File: config.mk
export PLATFORM = sky130hd
export DESIGN_NAME = cob_sequencer_flat
export DESIGN_NICKNAME = d
export VERILOG_FILES = /design/src/include/cob_pkg.sv /design/src/include/cob_bus_if.sv /design/src/design/cob_sequencer.sv /design/src/flat_wrapper.sv
export VERILOG_INCLUDE_DIRS = /design/src /design/src/include
export SDC_FILE = /design/constraint.sdc
export NUM_CORES = 1
export LEC_CHECK = 0
export BUFFER_PORTS_ARGS = -buffer_cell sky130_fd_sc_hd__buf_2
export CAP_MARGIN = 20
export CORE_MARGIN = 5
export CORE_UTILIZATION = 50
export CTS_CLUSTER_DIAMETER = 50
export DETAILED_ROUTE_END_ITERATION = 10
export HOLD_SLACK_MARGIN = 0.08
export PLACE_DENSITY = 0.68
export SLEW_MARGIN = 40
export SYNTH_ARGS = -nofsm -noshare
export SYNTH_HDL_FRONTEND = slang
export SYNTH_HIERARCHICAL = 1
export SYNTH_SLANG_ARGS = --single-unit
File: constraint.sdc
create_clock -name mclk_in -period 11.5 [get_ports mclk_in]
set_clock_uncertainty 0.15 [all_clocks]
set_input_delay 1.725 -clock mclk_in [delete_from_list [all_inputs] [get_ports mclk_in]]
set_output_delay 1.725 -clock mclk_in [all_outputs]
set_load 0.005 [all_outputs]
File: src/include/cob_params.svh
/*
  Timing counts and field constants for the cache-op sequencer and block link.
  Assumes inclusion by bare name from design and bench files.
*/
`ifndef COB_PARAMS_SVH
`define COB_PARAMS_SVH

// ----------------------------------------------------------------
// operation codes
// ----------------------------------------------------------------
`define COB_PI_INDEX_INV     3'h0
`define COB_PI_INDEX_LOAD    3'h1
`define COB_PI_INDEX_STORE   3'h2
`define COB_PI_HIT_INV       3'h4
`define COB_PI_FILL          3'h5
`define COB_PI_HIT_WB        3'h6
`define COB_SC_FLASH_INV     3'h0
`define COB_SC_INDEX_LOAD    3'h1
`define COB_SC_INDEX_STORE   3'h2
`define COB_SC_PAGE_INV      3'h5

// ----------------------------------------------------------------
// cycle counts, processor cycles; secondary periods count bus clock periods
// ----------------------------------------------------------------
`define COB_CYC_INDEX_INV    5'h07
`define COB_CYC_INDEX_LOAD   5'h07
`define COB_CYC_INDEX_STORE  5'h08
`define COB_CYC_HIT_MISS     5'h07
`define COB_CYC_HIT_INV_HIT  5'h09
`define COB_CYC_HIT_WB_HIT   5'h14
`define COB_CYC_NOP          5'h01
// five, not six: taking the last word costs one cycle of its own
`define COB_FILL_PRE         4'h5
`define COB_FILL_POST        5'h03
`define COB_SC_PRE           4'h2
`define COB_SC_POST          5'h03
`define COB_SC_FLASH_PERIODS 8'h01
`define COB_SC_LOAD_PERIODS  8'h04
`define COB_SC_STORE_PERIODS 8'h01
`define COB_SC_PAGE_PERIODS  8'h80

// ----------------------------------------------------------------
// bus clock divisor, block geometry, agent latency
// ----------------------------------------------------------------
`define COB_DIV_MIN          4'h2
`define COB_DIV_MAX          4'h8
`define COB_BLOCK_LAST       2'h3
`define COB_DW_WIDTH         64
`define COB_FIFO_DEPTH       8
`define COB_ADDR_PHASE       9'h002
`define COB_ML_MIN           8'h03

`endif

File: src/include/cob_pkg.sv
/*
  Types shared by the sequencer end and the external agent end.
  Assumes cob_params.svh is available on the include path.
*/
`default_nettype none

package cob_pkg;

  typedef enum logic [2:0] {
    seq_idle  = 3'b000,
    seq_pre   = 3'b001,
    seq_align = 3'b010,
    seq_sys   = 3'b011,
    seq_bus   = 3'b100,
    seq_post  = 3'b101
  } cob_seq_state_t;

  typedef enum logic [1:0] {
    agt_idle = 2'b00,
    agt_wait = 2'b01,
    agt_data = 2'b10
  } cob_agent_state_t;

  typedef struct packed {
    logic [3:0] pre;
    logic [7:0] sys_periods;
    logic [4:0] post;
    logic use_sys;
    logic use_bus;
    logic modify;
  } cob_op_plan_t;

  // doubleword order: subblock xors start with the count, sequential is the count
  function automatic logic [1:0] cob_dw_index(input logic [1:0] start,
                                              input logic [1:0] count,
                                              input logic subblock);
    return subblock ? (start ^ count) : count;
  endfunction : cob_dw_index

endpackage : cob_pkg

`default_nettype wire

File: src/include/cob_bus_if.sv
/*
  Block-transfer link between the cache-op sequencer and the external agent.
  Assumes both ends run on the same clock; the testbench connects them.
*/
`timescale 1ns/1ns
`default_nettype none

interface cob_bus_if;
  logic sys_tick;
  logic blk_req;
  logic [1:0] blk_start_dw;
  logic blk_subblock;
  logic dw_valid;
  logic dw_ready;
  logic [1:0] doubleword_index;
  logic [63:0] dw_data;

  modport seq (
    output sys_tick, blk_req, blk_start_dw, blk_subblock, dw_ready,
    input dw_valid, doubleword_index, dw_data
  );

  modport agent (
    input sys_tick, blk_req, blk_start_dw, blk_subblock, dw_ready,
    output dw_valid, doubleword_index, dw_data
  );
endinterface : cob_bus_if

`default_nettype wire

File: src/design/cob_sequencer.sv
/*
  Cache-op sequencer end with its receive FIFO: times primary instruction
  and secondary cache operations and collects fill data from the link.
  Assumes core inputs and the link run on mclk_in; the agent drives data.
*/
`timescale 1ns/1ns
`default_nettype none
`include "cob_params.svh"

// ----------------------------------------------------------------
// receive fifo
// ----------------------------------------------------------------
module cob_fifo #(
  parameter int WIDTH = 66,
  parameter int DEPTH = 8
) (
  // clock and reset
  input wire logic mclk_in,
  input wire logic reset_in,
  // fill side
  input wire logic in_valid_in,
  output logic in_ready_out,
  input wire logic [WIDTH-1:0] in_data_in,
  // drain side
  output logic out_valid_out,
  input wire logic out_ready_in,
  output logic [WIDTH-1:0] out_data_out
);
  localparam int AW = $clog2(DEPTH);

  logic [WIDTH-1:0] mem [DEPTH];
  logic [AW:0] wr_ptr;
  logic [AW:0] rd_ptr;

  wire full = (wr_ptr[AW] != rd_ptr[AW]) && (wr_ptr[AW-1:0] == rd_ptr[AW-1:0]);
  wire empty = (wr_ptr == rd_ptr);
  wire push = in_valid_in && !full;
  wire pop = out_valid_out && out_ready_in;

  assign in_ready_out = !full;
  assign out_valid_out = !empty;
  assign out_data_out = mem[rd_ptr[AW-1:0]];

  always_ff @(posedge mclk_in) begin
    if (push) begin
      mem[wr_ptr[AW-1:0]] <= in_data_in;
    end
  end

  always_ff @(posedge mclk_in) begin
    if (reset_in) begin
      wr_ptr <= '0;
      rd_ptr <= '0;
    end else begin
      if (push) begin
        wr_ptr <= wr_ptr + (AW+1)'(1);
      end
      if (pop) begin
        rd_ptr <= rd_ptr + (AW+1)'(1);
      end
    end
  end
endmodule : cob_fifo

// ----------------------------------------------------------------
// sequencer
// ----------------------------------------------------------------
module cob_sequencer import cob_pkg::*; (
  // clock and reset
  input wire logic mclk_in,
  input wire logic reset_in,
  // core operation port
  input wire logic op_valid_in,
  output logic op_ready_out,
  input wire logic op_secondary_in,
  input wire logic [2:0] op_code_in,
  input wire logic op_hit_in,
  input wire logic [1:0] op_start_dw_in,
  input wire logic op_subblock_in,
  output logic op_done_out,
  output logic cache_modify_out,
  output logic order_error_out,
  // pending work that outranks cache operations
  input wire logic miss_pending_in,
  input wire logic writeback_pending_in,
  input wire logic ext_req_pending_in,
  // configuration
  input wire logic [3:0] bus_clock_divisor_in,
  // fill write port
  output logic fill_wr_valid_out,
  input wire logic fill_wr_ready_in,
  output logic [1:0] fill_wr_index_out,
  output logic [63:0] fill_wr_data_out,
  // link
  cob_bus_if.seq bus
);

  // decode table for both caches; unused codes become one-cycle no-ops
  function automatic cob_op_plan_t cob_decode(input logic sec, input logic [2:0] code,
                                              input logic hit);
    cob_op_plan_t p;
    p = '{pre: 4'h0, sys_periods: 8'h00, post: `COB_CYC_NOP,
          use_sys: 1'b0, use_bus: 1'b0, modify: 1'b0};
    if (!sec) begin
      unique case (code)
        `COB_PI_INDEX_INV: begin
          p.post = `COB_CYC_INDEX_INV;
          p.modify = 1'b1;
        end
        `COB_PI_INDEX_LOAD: p.post = `COB_CYC_INDEX_LOAD;
        `COB_PI_INDEX_STORE: begin
          p.post = `COB_CYC_INDEX_STORE;
          p.modify = 1'b1;
        end
        `COB_PI_HIT_INV: begin
          p.post = hit ? `COB_CYC_HIT_INV_HIT : `COB_CYC_HIT_MISS;
          p.modify = hit;
        end
        `COB_PI_FILL: begin
          p.pre = `COB_FILL_PRE;
          p.post = `COB_FILL_POST;
          p.use_bus = 1'b1;
          p.modify = 1'b1;
        end
        `COB_PI_HIT_WB: begin
          p.post = hit ? `COB_CYC_HIT_WB_HIT : `COB_CYC_HIT_MISS;
        end
        default: ;
      endcase
    end else begin
      unique case (code)
        `COB_SC_FLASH_INV: p.sys_periods = `COB_SC_FLASH_PERIODS;
        `COB_SC_INDEX_LOAD: p.sys_periods = `COB_SC_LOAD_PERIODS;
        `COB_SC_INDEX_STORE: p.sys_periods = `COB_SC_STORE_PERIODS;
        `COB_SC_PAGE_INV: p.sys_periods = `COB_SC_PAGE_PERIODS;
        default: ;
      endcase
      if (p.sys_periods != 8'h00) begin
        p.pre = `COB_SC_PRE;
        p.post = `COB_SC_POST;
        p.use_sys = 1'b1;
        p.modify = (code != `COB_SC_INDEX_LOAD);
      end
    end
    return p;
  endfunction : cob_decode

  cob_seq_state_t state;
  cob_op_plan_t plan_q;
  logic [11:0] cnt;
  logic [3:0] div_cnt;
  logic [1:0] taken;
  logic [1:0] start_q;
  logic sub_q;

  // ----------------------------------------------------------------
  // divisor and bus clock phase
  // ----------------------------------------------------------------
  wire [3:0] div = (bus_clock_divisor_in < `COB_DIV_MIN) ? `COB_DIV_MIN :
                   (bus_clock_divisor_in > `COB_DIV_MAX) ? `COB_DIV_MAX :
                   bus_clock_divisor_in;
  wire sys_tick = (div_cnt >= div - 4'h1);

  always_ff @(posedge mclk_in) begin
    if (reset_in) begin
      div_cnt <= 4'h0;
    end else begin
      div_cnt <= sys_tick ? 4'h0 : div_cnt + 4'h1;
    end
  end

  // ----------------------------------------------------------------
  // decode and handshakes
  // ----------------------------------------------------------------
  wire blocked = miss_pending_in || writeback_pending_in || ext_req_pending_in;
  wire cob_op_plan_t plan = cob_decode(op_secondary_in, op_code_in, op_hit_in);
  wire [11:0] sys_load = 12'(plan_q.sys_periods) * 12'(div);
  wire [1:0] fifo_idx;
  wire fifo_in_ready;
  wire dw_take = bus.dw_valid && fifo_in_ready;
  wire [1:0] expect_idx = cob_dw_index(start_q, taken, sub_q);

  assign op_ready_out = (state == seq_idle) && !blocked;
  wire op_fire = op_valid_in && op_ready_out;
  assign op_done_out = (state == seq_post) && (cnt == 12'h001);
  assign cache_modify_out = (state != seq_idle) && plan_q.modify;

  assign bus.sys_tick = sys_tick;
  assign bus.blk_req = (state == seq_bus);
  assign bus.blk_start_dw = start_q;
  assign bus.blk_subblock = sub_q;
  assign bus.dw_ready = fifo_in_ready;

  // the fifo decouples the link from a stalled fill write port
  cob_fifo #(
    .WIDTH(66),
    .DEPTH(`COB_FIFO_DEPTH)
  ) u_fifo (
    .mclk_in(mclk_in),
    .reset_in(reset_in),
    .in_valid_in(bus.dw_valid),
    .in_ready_out(fifo_in_ready),
    .in_data_in({bus.doubleword_index, bus.dw_data}),
    .out_valid_out(fill_wr_valid_out),
    .out_ready_in(fill_wr_ready_in),
    .out_data_out({fifo_idx, fill_wr_data_out})
  );
  assign fill_wr_index_out = fifo_idx;

  // ----------------------------------------------------------------
  // phase machine
  // ----------------------------------------------------------------
  always_ff @(posedge mclk_in) begin
    if (reset_in) begin
      state <= seq_idle;
      plan_q <= '0;
      cnt <= 12'h000;
      taken <= 2'h0;
      start_q <= 2'h0;
      sub_q <= 1'b0;
    end else begin
      unique case (state)
        seq_idle: begin
          if (op_fire) begin
            plan_q <= plan;
            start_q <= op_start_dw_in;
            sub_q <= op_subblock_in;
            if (plan.pre != 4'h0) begin
              state <= seq_pre;
              cnt <= 12'(plan.pre);
            end else begin
              state <= seq_post;
              cnt <= 12'(plan.post);
            end
          end
        end
        seq_pre: begin
          if (cnt == 12'h001) begin
            state <= seq_align;
          end else begin
            cnt <= cnt - 12'h001;
          end
        end
        seq_align: begin
          // waits 0..divisor-1 cycles for the bus clock edge
          if (sys_tick) begin
            taken <= 2'h0;
            cnt <= sys_load;
            state <= plan_q.use_bus ? seq_bus : seq_sys;
          end
        end
        seq_sys: begin
          if (cnt == 12'h001) begin
            state <= seq_post;
            cnt <= 12'(plan_q.post);
          end else begin
            cnt <= cnt - 12'h001;
          end
        end
        seq_bus: begin
          if (dw_take) begin
            taken <= taken + 2'h1;
            if (taken == `COB_BLOCK_LAST) begin
              state <= seq_post;
              cnt <= 12'(plan_q.post);
            end
          end
        end
        seq_post: begin
          if (cnt == 12'h001) begin
            state <= seq_idle;
          end else begin
            cnt <= cnt - 12'h001;
          end
        end
        default: state <= seq_idle;
      endcase
    end
  end

  // sticky until reset so a misordered block is never missed
  always_ff @(posedge mclk_in) begin
    if (reset_in) begin
      order_error_out <= 1'b0;
    end else if (dw_take && (state == seq_bus) && (bus.doubleword_index != expect_idx)) begin
      order_error_out <= 1'b1;
    end
  end

endmodule : cob_sequencer

`default_nettype wire

File: src/flat_wrapper.sv
// flat-port wrapper written by rule: the top's interface ports become plain ports
module cob_sequencer_flat import cob_pkg::*;
  (mclk_in, reset_in, op_valid_in, op_ready_out, op_secondary_in, op_code_in, op_hit_in, op_start_dw_in, op_subblock_in, op_done_out, cache_modify_out, order_error_out, miss_pending_in, writeback_pending_in, ext_req_pending_in, bus_clock_divisor_in, fill_wr_valid_out, fill_wr_ready_in, fill_wr_index_out, fill_wr_data_out, bus_sys_tick, bus_blk_req, bus_blk_start_dw, bus_blk_subblock, bus_dw_ready, bus_dw_valid, bus_doubleword_index, bus_dw_data);
  cob_bus_if bus_i ();
  input wire logic mclk_in;
  input wire logic reset_in;
  input wire logic op_valid_in;
  output logic op_ready_out;
  input wire logic op_secondary_in;
  input wire logic [2:0] op_code_in;
  input wire logic op_hit_in;
  input wire logic [1:0] op_start_dw_in;
  input wire logic op_subblock_in;
  output logic op_done_out;
  output logic cache_modify_out;
  output logic order_error_out;
  input wire logic miss_pending_in;
  input wire logic writeback_pending_in;
  input wire logic ext_req_pending_in;
  input wire logic [3:0] bus_clock_divisor_in;
  output logic fill_wr_valid_out;
  input wire logic fill_wr_ready_in;
  output logic [1:0] fill_wr_index_out;
  output logic [63:0] fill_wr_data_out;
  output wire logic [$bits(bus_i.sys_tick)-1:0] bus_sys_tick;
  output wire logic [$bits(bus_i.blk_req)-1:0] bus_blk_req;
  output wire logic [$bits(bus_i.blk_start_dw)-1:0] bus_blk_start_dw;
  output wire logic [$bits(bus_i.blk_subblock)-1:0] bus_blk_subblock;
  output wire logic [$bits(bus_i.dw_ready)-1:0] bus_dw_ready;
  input wire logic [$bits(bus_i.dw_valid)-1:0] bus_dw_valid;
  input wire logic [$bits(bus_i.doubleword_index)-1:0] bus_doubleword_index;
  input wire logic [$bits(bus_i.dw_data)-1:0] bus_dw_data;
  assign bus_sys_tick = bus_i.sys_tick;
  assign bus_blk_req = bus_i.blk_req;
  assign bus_blk_start_dw = bus_i.blk_start_dw;
  assign bus_blk_subblock = bus_i.blk_subblock;
  assign bus_dw_ready = bus_i.dw_ready;
  assign bus_i.dw_valid = bus_dw_valid;
  assign bus_i.doubleword_index = bus_doubleword_index;
  assign bus_i.dw_data = bus_dw_data;
  cob_sequencer u_core (.mclk_in(mclk_in), .reset_in(reset_in), .op_valid_in(op_valid_in), .op_ready_out(op_ready_out), .op_secondary_in(op_secondary_in), .op_code_in(op_code_in), .op_hit_in(op_hit_in), .op_start_dw_in(op_start_dw_in), .op_subblock_in(op_subblock_in), .op_done_out(op_done_out), .cache_modify_out(cache_modify_out), .order_error_out(order_error_out), .miss_pending_in(miss_pending_in), .writeback_pending_in(writeback_pending_in), .ext_req_pending_in(ext_req_pending_in), .bus_clock_divisor_in(bus_clock_divisor_in), .fill_wr_valid_out(fill_wr_valid_out), .fill_wr_ready_in(fill_wr_ready_in), .fill_wr_index_out(fill_wr_index_out), .fill_wr_data_out(fill_wr_data_out), .bus(bus_i));
endmodule
==> out/metrics.cfg <==
[die]
std_cell_rows = 78
fp.dieH_um = 224.9
start_util = 0.5068
die_w_um = 224.9
boundaryPins = 163
coreArea_um2 = 45580
die_area_um2 = 50590

[timing]
tns_ps = 0
relSlewSlack = 0.4731
hold_slack_ps = 311.6
fin_crit_sh = 0.4780
tightest_slew_ps = 789.3
report.final.slew_viol_count = 0
period_needed_ps = 5497
rsz0062_at_grt = false
clock.fmax_ghz = 0.1819
hold_violations = 0
setup_violations = 0

[cts]
cts_tree = done
cts-root-buf = clkbuf_16
post-cts-setup-buffer-count = 0
holdBufCountCts = 0
clock_sinks = 574
clockBufferDepth = 3
cts_resized = 0
htreeDepth = 2
path_clk_slew_ps = 60
clk_latency_ps = 600
numCtsBuffers = 57

[synth]
synth_warnings = 6
syn_area_per_cell_um2 = 19.67
synth.distinct_cells = 77
synth_top_area_share = 0.6865
synth_area_leaders = edfxtp_1, mux4_2, dfxtp_1, mux2_2, ha_1
yosys.area.top_type = edfxtp_1
synth_commonest_cells = edfxtp_1, mux4_2, mux2_2, dfxtp_1, nor2_1
synth_ff_type = edfxtp_1
synth_mux_area_frac = 0.1668
synth_edf_count = 528
synthCells = 1174
synth_adder_area_share = 0.009209
synth_top_family_by_area = multiplexers
synth_simple_gate_area_share = 0.04003
synth-compound-area-share = 0.03142
synth_xor_area_frac = 0.006826
syn-num-nets = 1277
ys_ff_latch = 574
yosys.cell_count.top_type = edfxtp_1
ys_seq_area_frac = 0.7263
netlist_area_um2 = 23100
async_flop_share = 0

[drt]
detail_route.wl_per_cell_um = 23.59
vias = 11720
drc_errors = 0
wirelength_um = 47320
ant_nets = 0
drtPass1Iterations = 5
drt-initial-drc-count = 1002
vias_per_cell = 5.841

[worst_setup_path]
path_cells = buf_2 -> inv_1 -> o21ai_0 -> ha_1 -> ha_1 -> a2111oi_0 -> a21oi_1 -> buf_2
slowest_delay_ps = 420
worstSetupPathType = input port to primary output
crit_path_top_delay_cell = a2111oi_0
startpoint = bus_clock_divisor_in[2]
crit_fanout = 5
cp.arrival_ps = 3620
critPathLaunchType = input port
r2r_start = u_core/u_fifo/wr_ptr[2]$_SDFFE_PP0P_
cp-end-kind = primary output
crit_family = compound AO/OA/AOI/OAI gates
critPathRequiredTime_ps = 9630
worstPathBufferInverterCount = 3

[status]
status = finished, final reports clean

[power]
leakagePower_uw = 0.008608
vdd_drop_max_v = 0.0001222
switching_power_uw = 1262
p_int_uw = 3736
clock_power_share = 0.351
p_sw_frac = 0.2525
power.share.sequential = 0.485
p_comb_frac = 0.164
p_per_area_nw_per_um2 = 189.4

[global_routing]
first_global_vias = 12210
antenna_found_initial = 7
grt-ovfl-total = 0
grt_max_degree = 54
grt_pass1_wl_um = 72190
grt.total_usage = 0.1861

[cells_and_area]
final_cells = 2006
fillCellCount = 3413
drive_gt1_frac = 0.3531
finalNetCount = 1460
area_growth_pct = 14.23

[hold_path]
hp-start = u_core/plan_q[10]$_SDFFE_PP0P_
hp-class = flip-flop to flip-flop

[place]
placed_cells = 1898
io_buffers = 162
dpl.hpwl_um = 26500
place_congestion = 0.8566

[flow_run]
drv_cap = 0

## placed cells by master (no fill, tap or decap), types with 4 or more instances in the layout
| master | netlist | layout |
|---|---|---|
| diode_2 | 0 | 4 |
| o21ai_0 | 18 | 18 |
| edfxtp_1 | 528 | 528 |
| nand4_1 | 8 | 8 |
| nand3_1 | 8 | 8 |
| mux2_2 | 70 | 70 |
| a21oi_1 | 29 | 29 |
| dfxtp_1 | 46 | 43 |
| o211ai_1 | 5 | 5 |
| nor2_1 | 46 | 45 |
| o31ai_1 | 5 | 5 |
| xnor2_1 | 10 | 10 |
| buf_2 | 16 | 162 |
| and3_1 | 5 | 5 |
| xor2_1 | 8 | 8 |
| clkinv_2 | 0 | 7 |
| ha_1 | 17 | 17 |
| a31oi_1 | 6 | 6 |
| mux2i_1 | 7 | 7 |
| nor2b_1 | 10 | 10 |
| mux4_2 | 132 | 132 |
| a211oi_1 | 6 | 6 |
| nor3_2 | 4 | 6 |
| nand2b_1 | 8 | 8 |
| bufinv_16 | 0 | 4 |
| and2_1 | 4 | 4 |
| inv_1 | 19 | 19 |
| nand2_1 | 27 | 27 |
| clkinv_1 | 0 | 14 |
| or3_1 | 5 | 5 |
| buf_4 | 2 | 17 |
| clkbuf_16 | 0 | 57 |
| nor3_1 | 15 | 13 |
| clkbuf_1 | 26 | 13 |
## kinds of logic after synthesis
family / count (synthesis)
and+or+nand+nor: 167
buffers and inverters: 81
xor gates and xnor gates: 18
adders and majority gates: 17
muxes: 211
DFF: 574
other: 1
AOI/OAI and AO/OA: 105
## stage by stage
| stage | cell area [um^2] | total power (uW) | setup WS [ps] | util |
|---|---|---|---|---|
| final | 26380 | 4998 | 6003 | 0.5789 |
| after detailed placement | 24600 | 3289 | 6084 | 0.5398 |
| after floorplan | 23100 | 3065 | 2085 | - |
| after global routing | 26380 | 5214 | 5917 | 0.5788 |
| after CTS | 26370 | 5050 | 6053 | 0.5786 |
| after global placement | 24510 | 3267 | 6087 | 0.5378 |
## worst min-delay path: cells and delay by family (launching register included)
family,cells,cell delay (ps)
flip-flops,1,310
AND/OR/NAND/NOR,1,50
AO/OA/AOI/OAI,1,50
## cell type report
| type | instances | area, um^2 | area share |
|---|---|---|---|
| sequential | 574 | 16790 | 0.6363 |
| tap | 600 | 750.7 | 0.02845 |
| clock inverter | 34 | 294.0 | 0.01114 |
| antenna | 4 | 10.01 | 0.0003794 |
| timing repair buffer | 185 | 1064 | 0.04031 |
| multi-input combinational | 519 | 5928 | 0.2247 |
| inverter | 20 | 75.07 | 0.002845 |
| clock buffer | 70 | 1475 | 0.05591 |
## power groups by stage
| stage | clock network [uW] | logic, uW | registers (uW) |
|---|---|---|---|
| 2_1_floorplan | 0 | 634 | 2430 |
| 3_3_place_gp | 0 | 803 | 2460 |
| 3_5_place_dp | 0 | 821 | 2470 |
| 4_1_cts | 1800 | 825 | 2420 |
| 5_1_grt | 1890 | 896 | 2430 |
| 6_report | 1750 | 820 | 2420 |
## path summary, 6_finish.rpt
path | end | slack (ps) | depth (start not counted)
worst max-delay path | bus_sys_tick | 6000 | 8
worst min-delay path | u_core/plan_q[10]$_SDFFE_PP0P_ | 310 | 2
worst max register to register | u_core/cnt[0]$_SDFFE_PP0P_ | 8470 | 9
worst min register to register | u_core/plan_q[10]$_SDFFE_PP0P_ | 310 | 2
## flip-flops by register name (all words and copies together), names as in the netlist, named ones only
signal                   flops
u_core/u_fifo/mem          528
u_core/cnt                  12
u_core/plan_q               10
u_core/div_cnt               4
u_core/u_fifo/rd_ptr         4
u_core/u_fifo/wr_ptr         4
u_core/state                 3
u_core/bus.blk_start_dw      2
u_core/taken                 2
u_core/bus.blk_subblock      1
u_core/order_error_out       1
## routing by layer
layer | track usage | wire (um) | part of all wire | vias up
met3 | 0.04246 | 2517 | 0.053 | 84
met4 | 0.04714 | 980 | 0.021 | 6
met1 | 0.2609 | 20680 | 0.44 | 6121
met5 | 0 | 39 | 0.00082 | -
met2 | 0.3012 | 23100 | 0.49 | 317
li1 | - | - | - | 5190
Power figures use the tool's default switching activity.
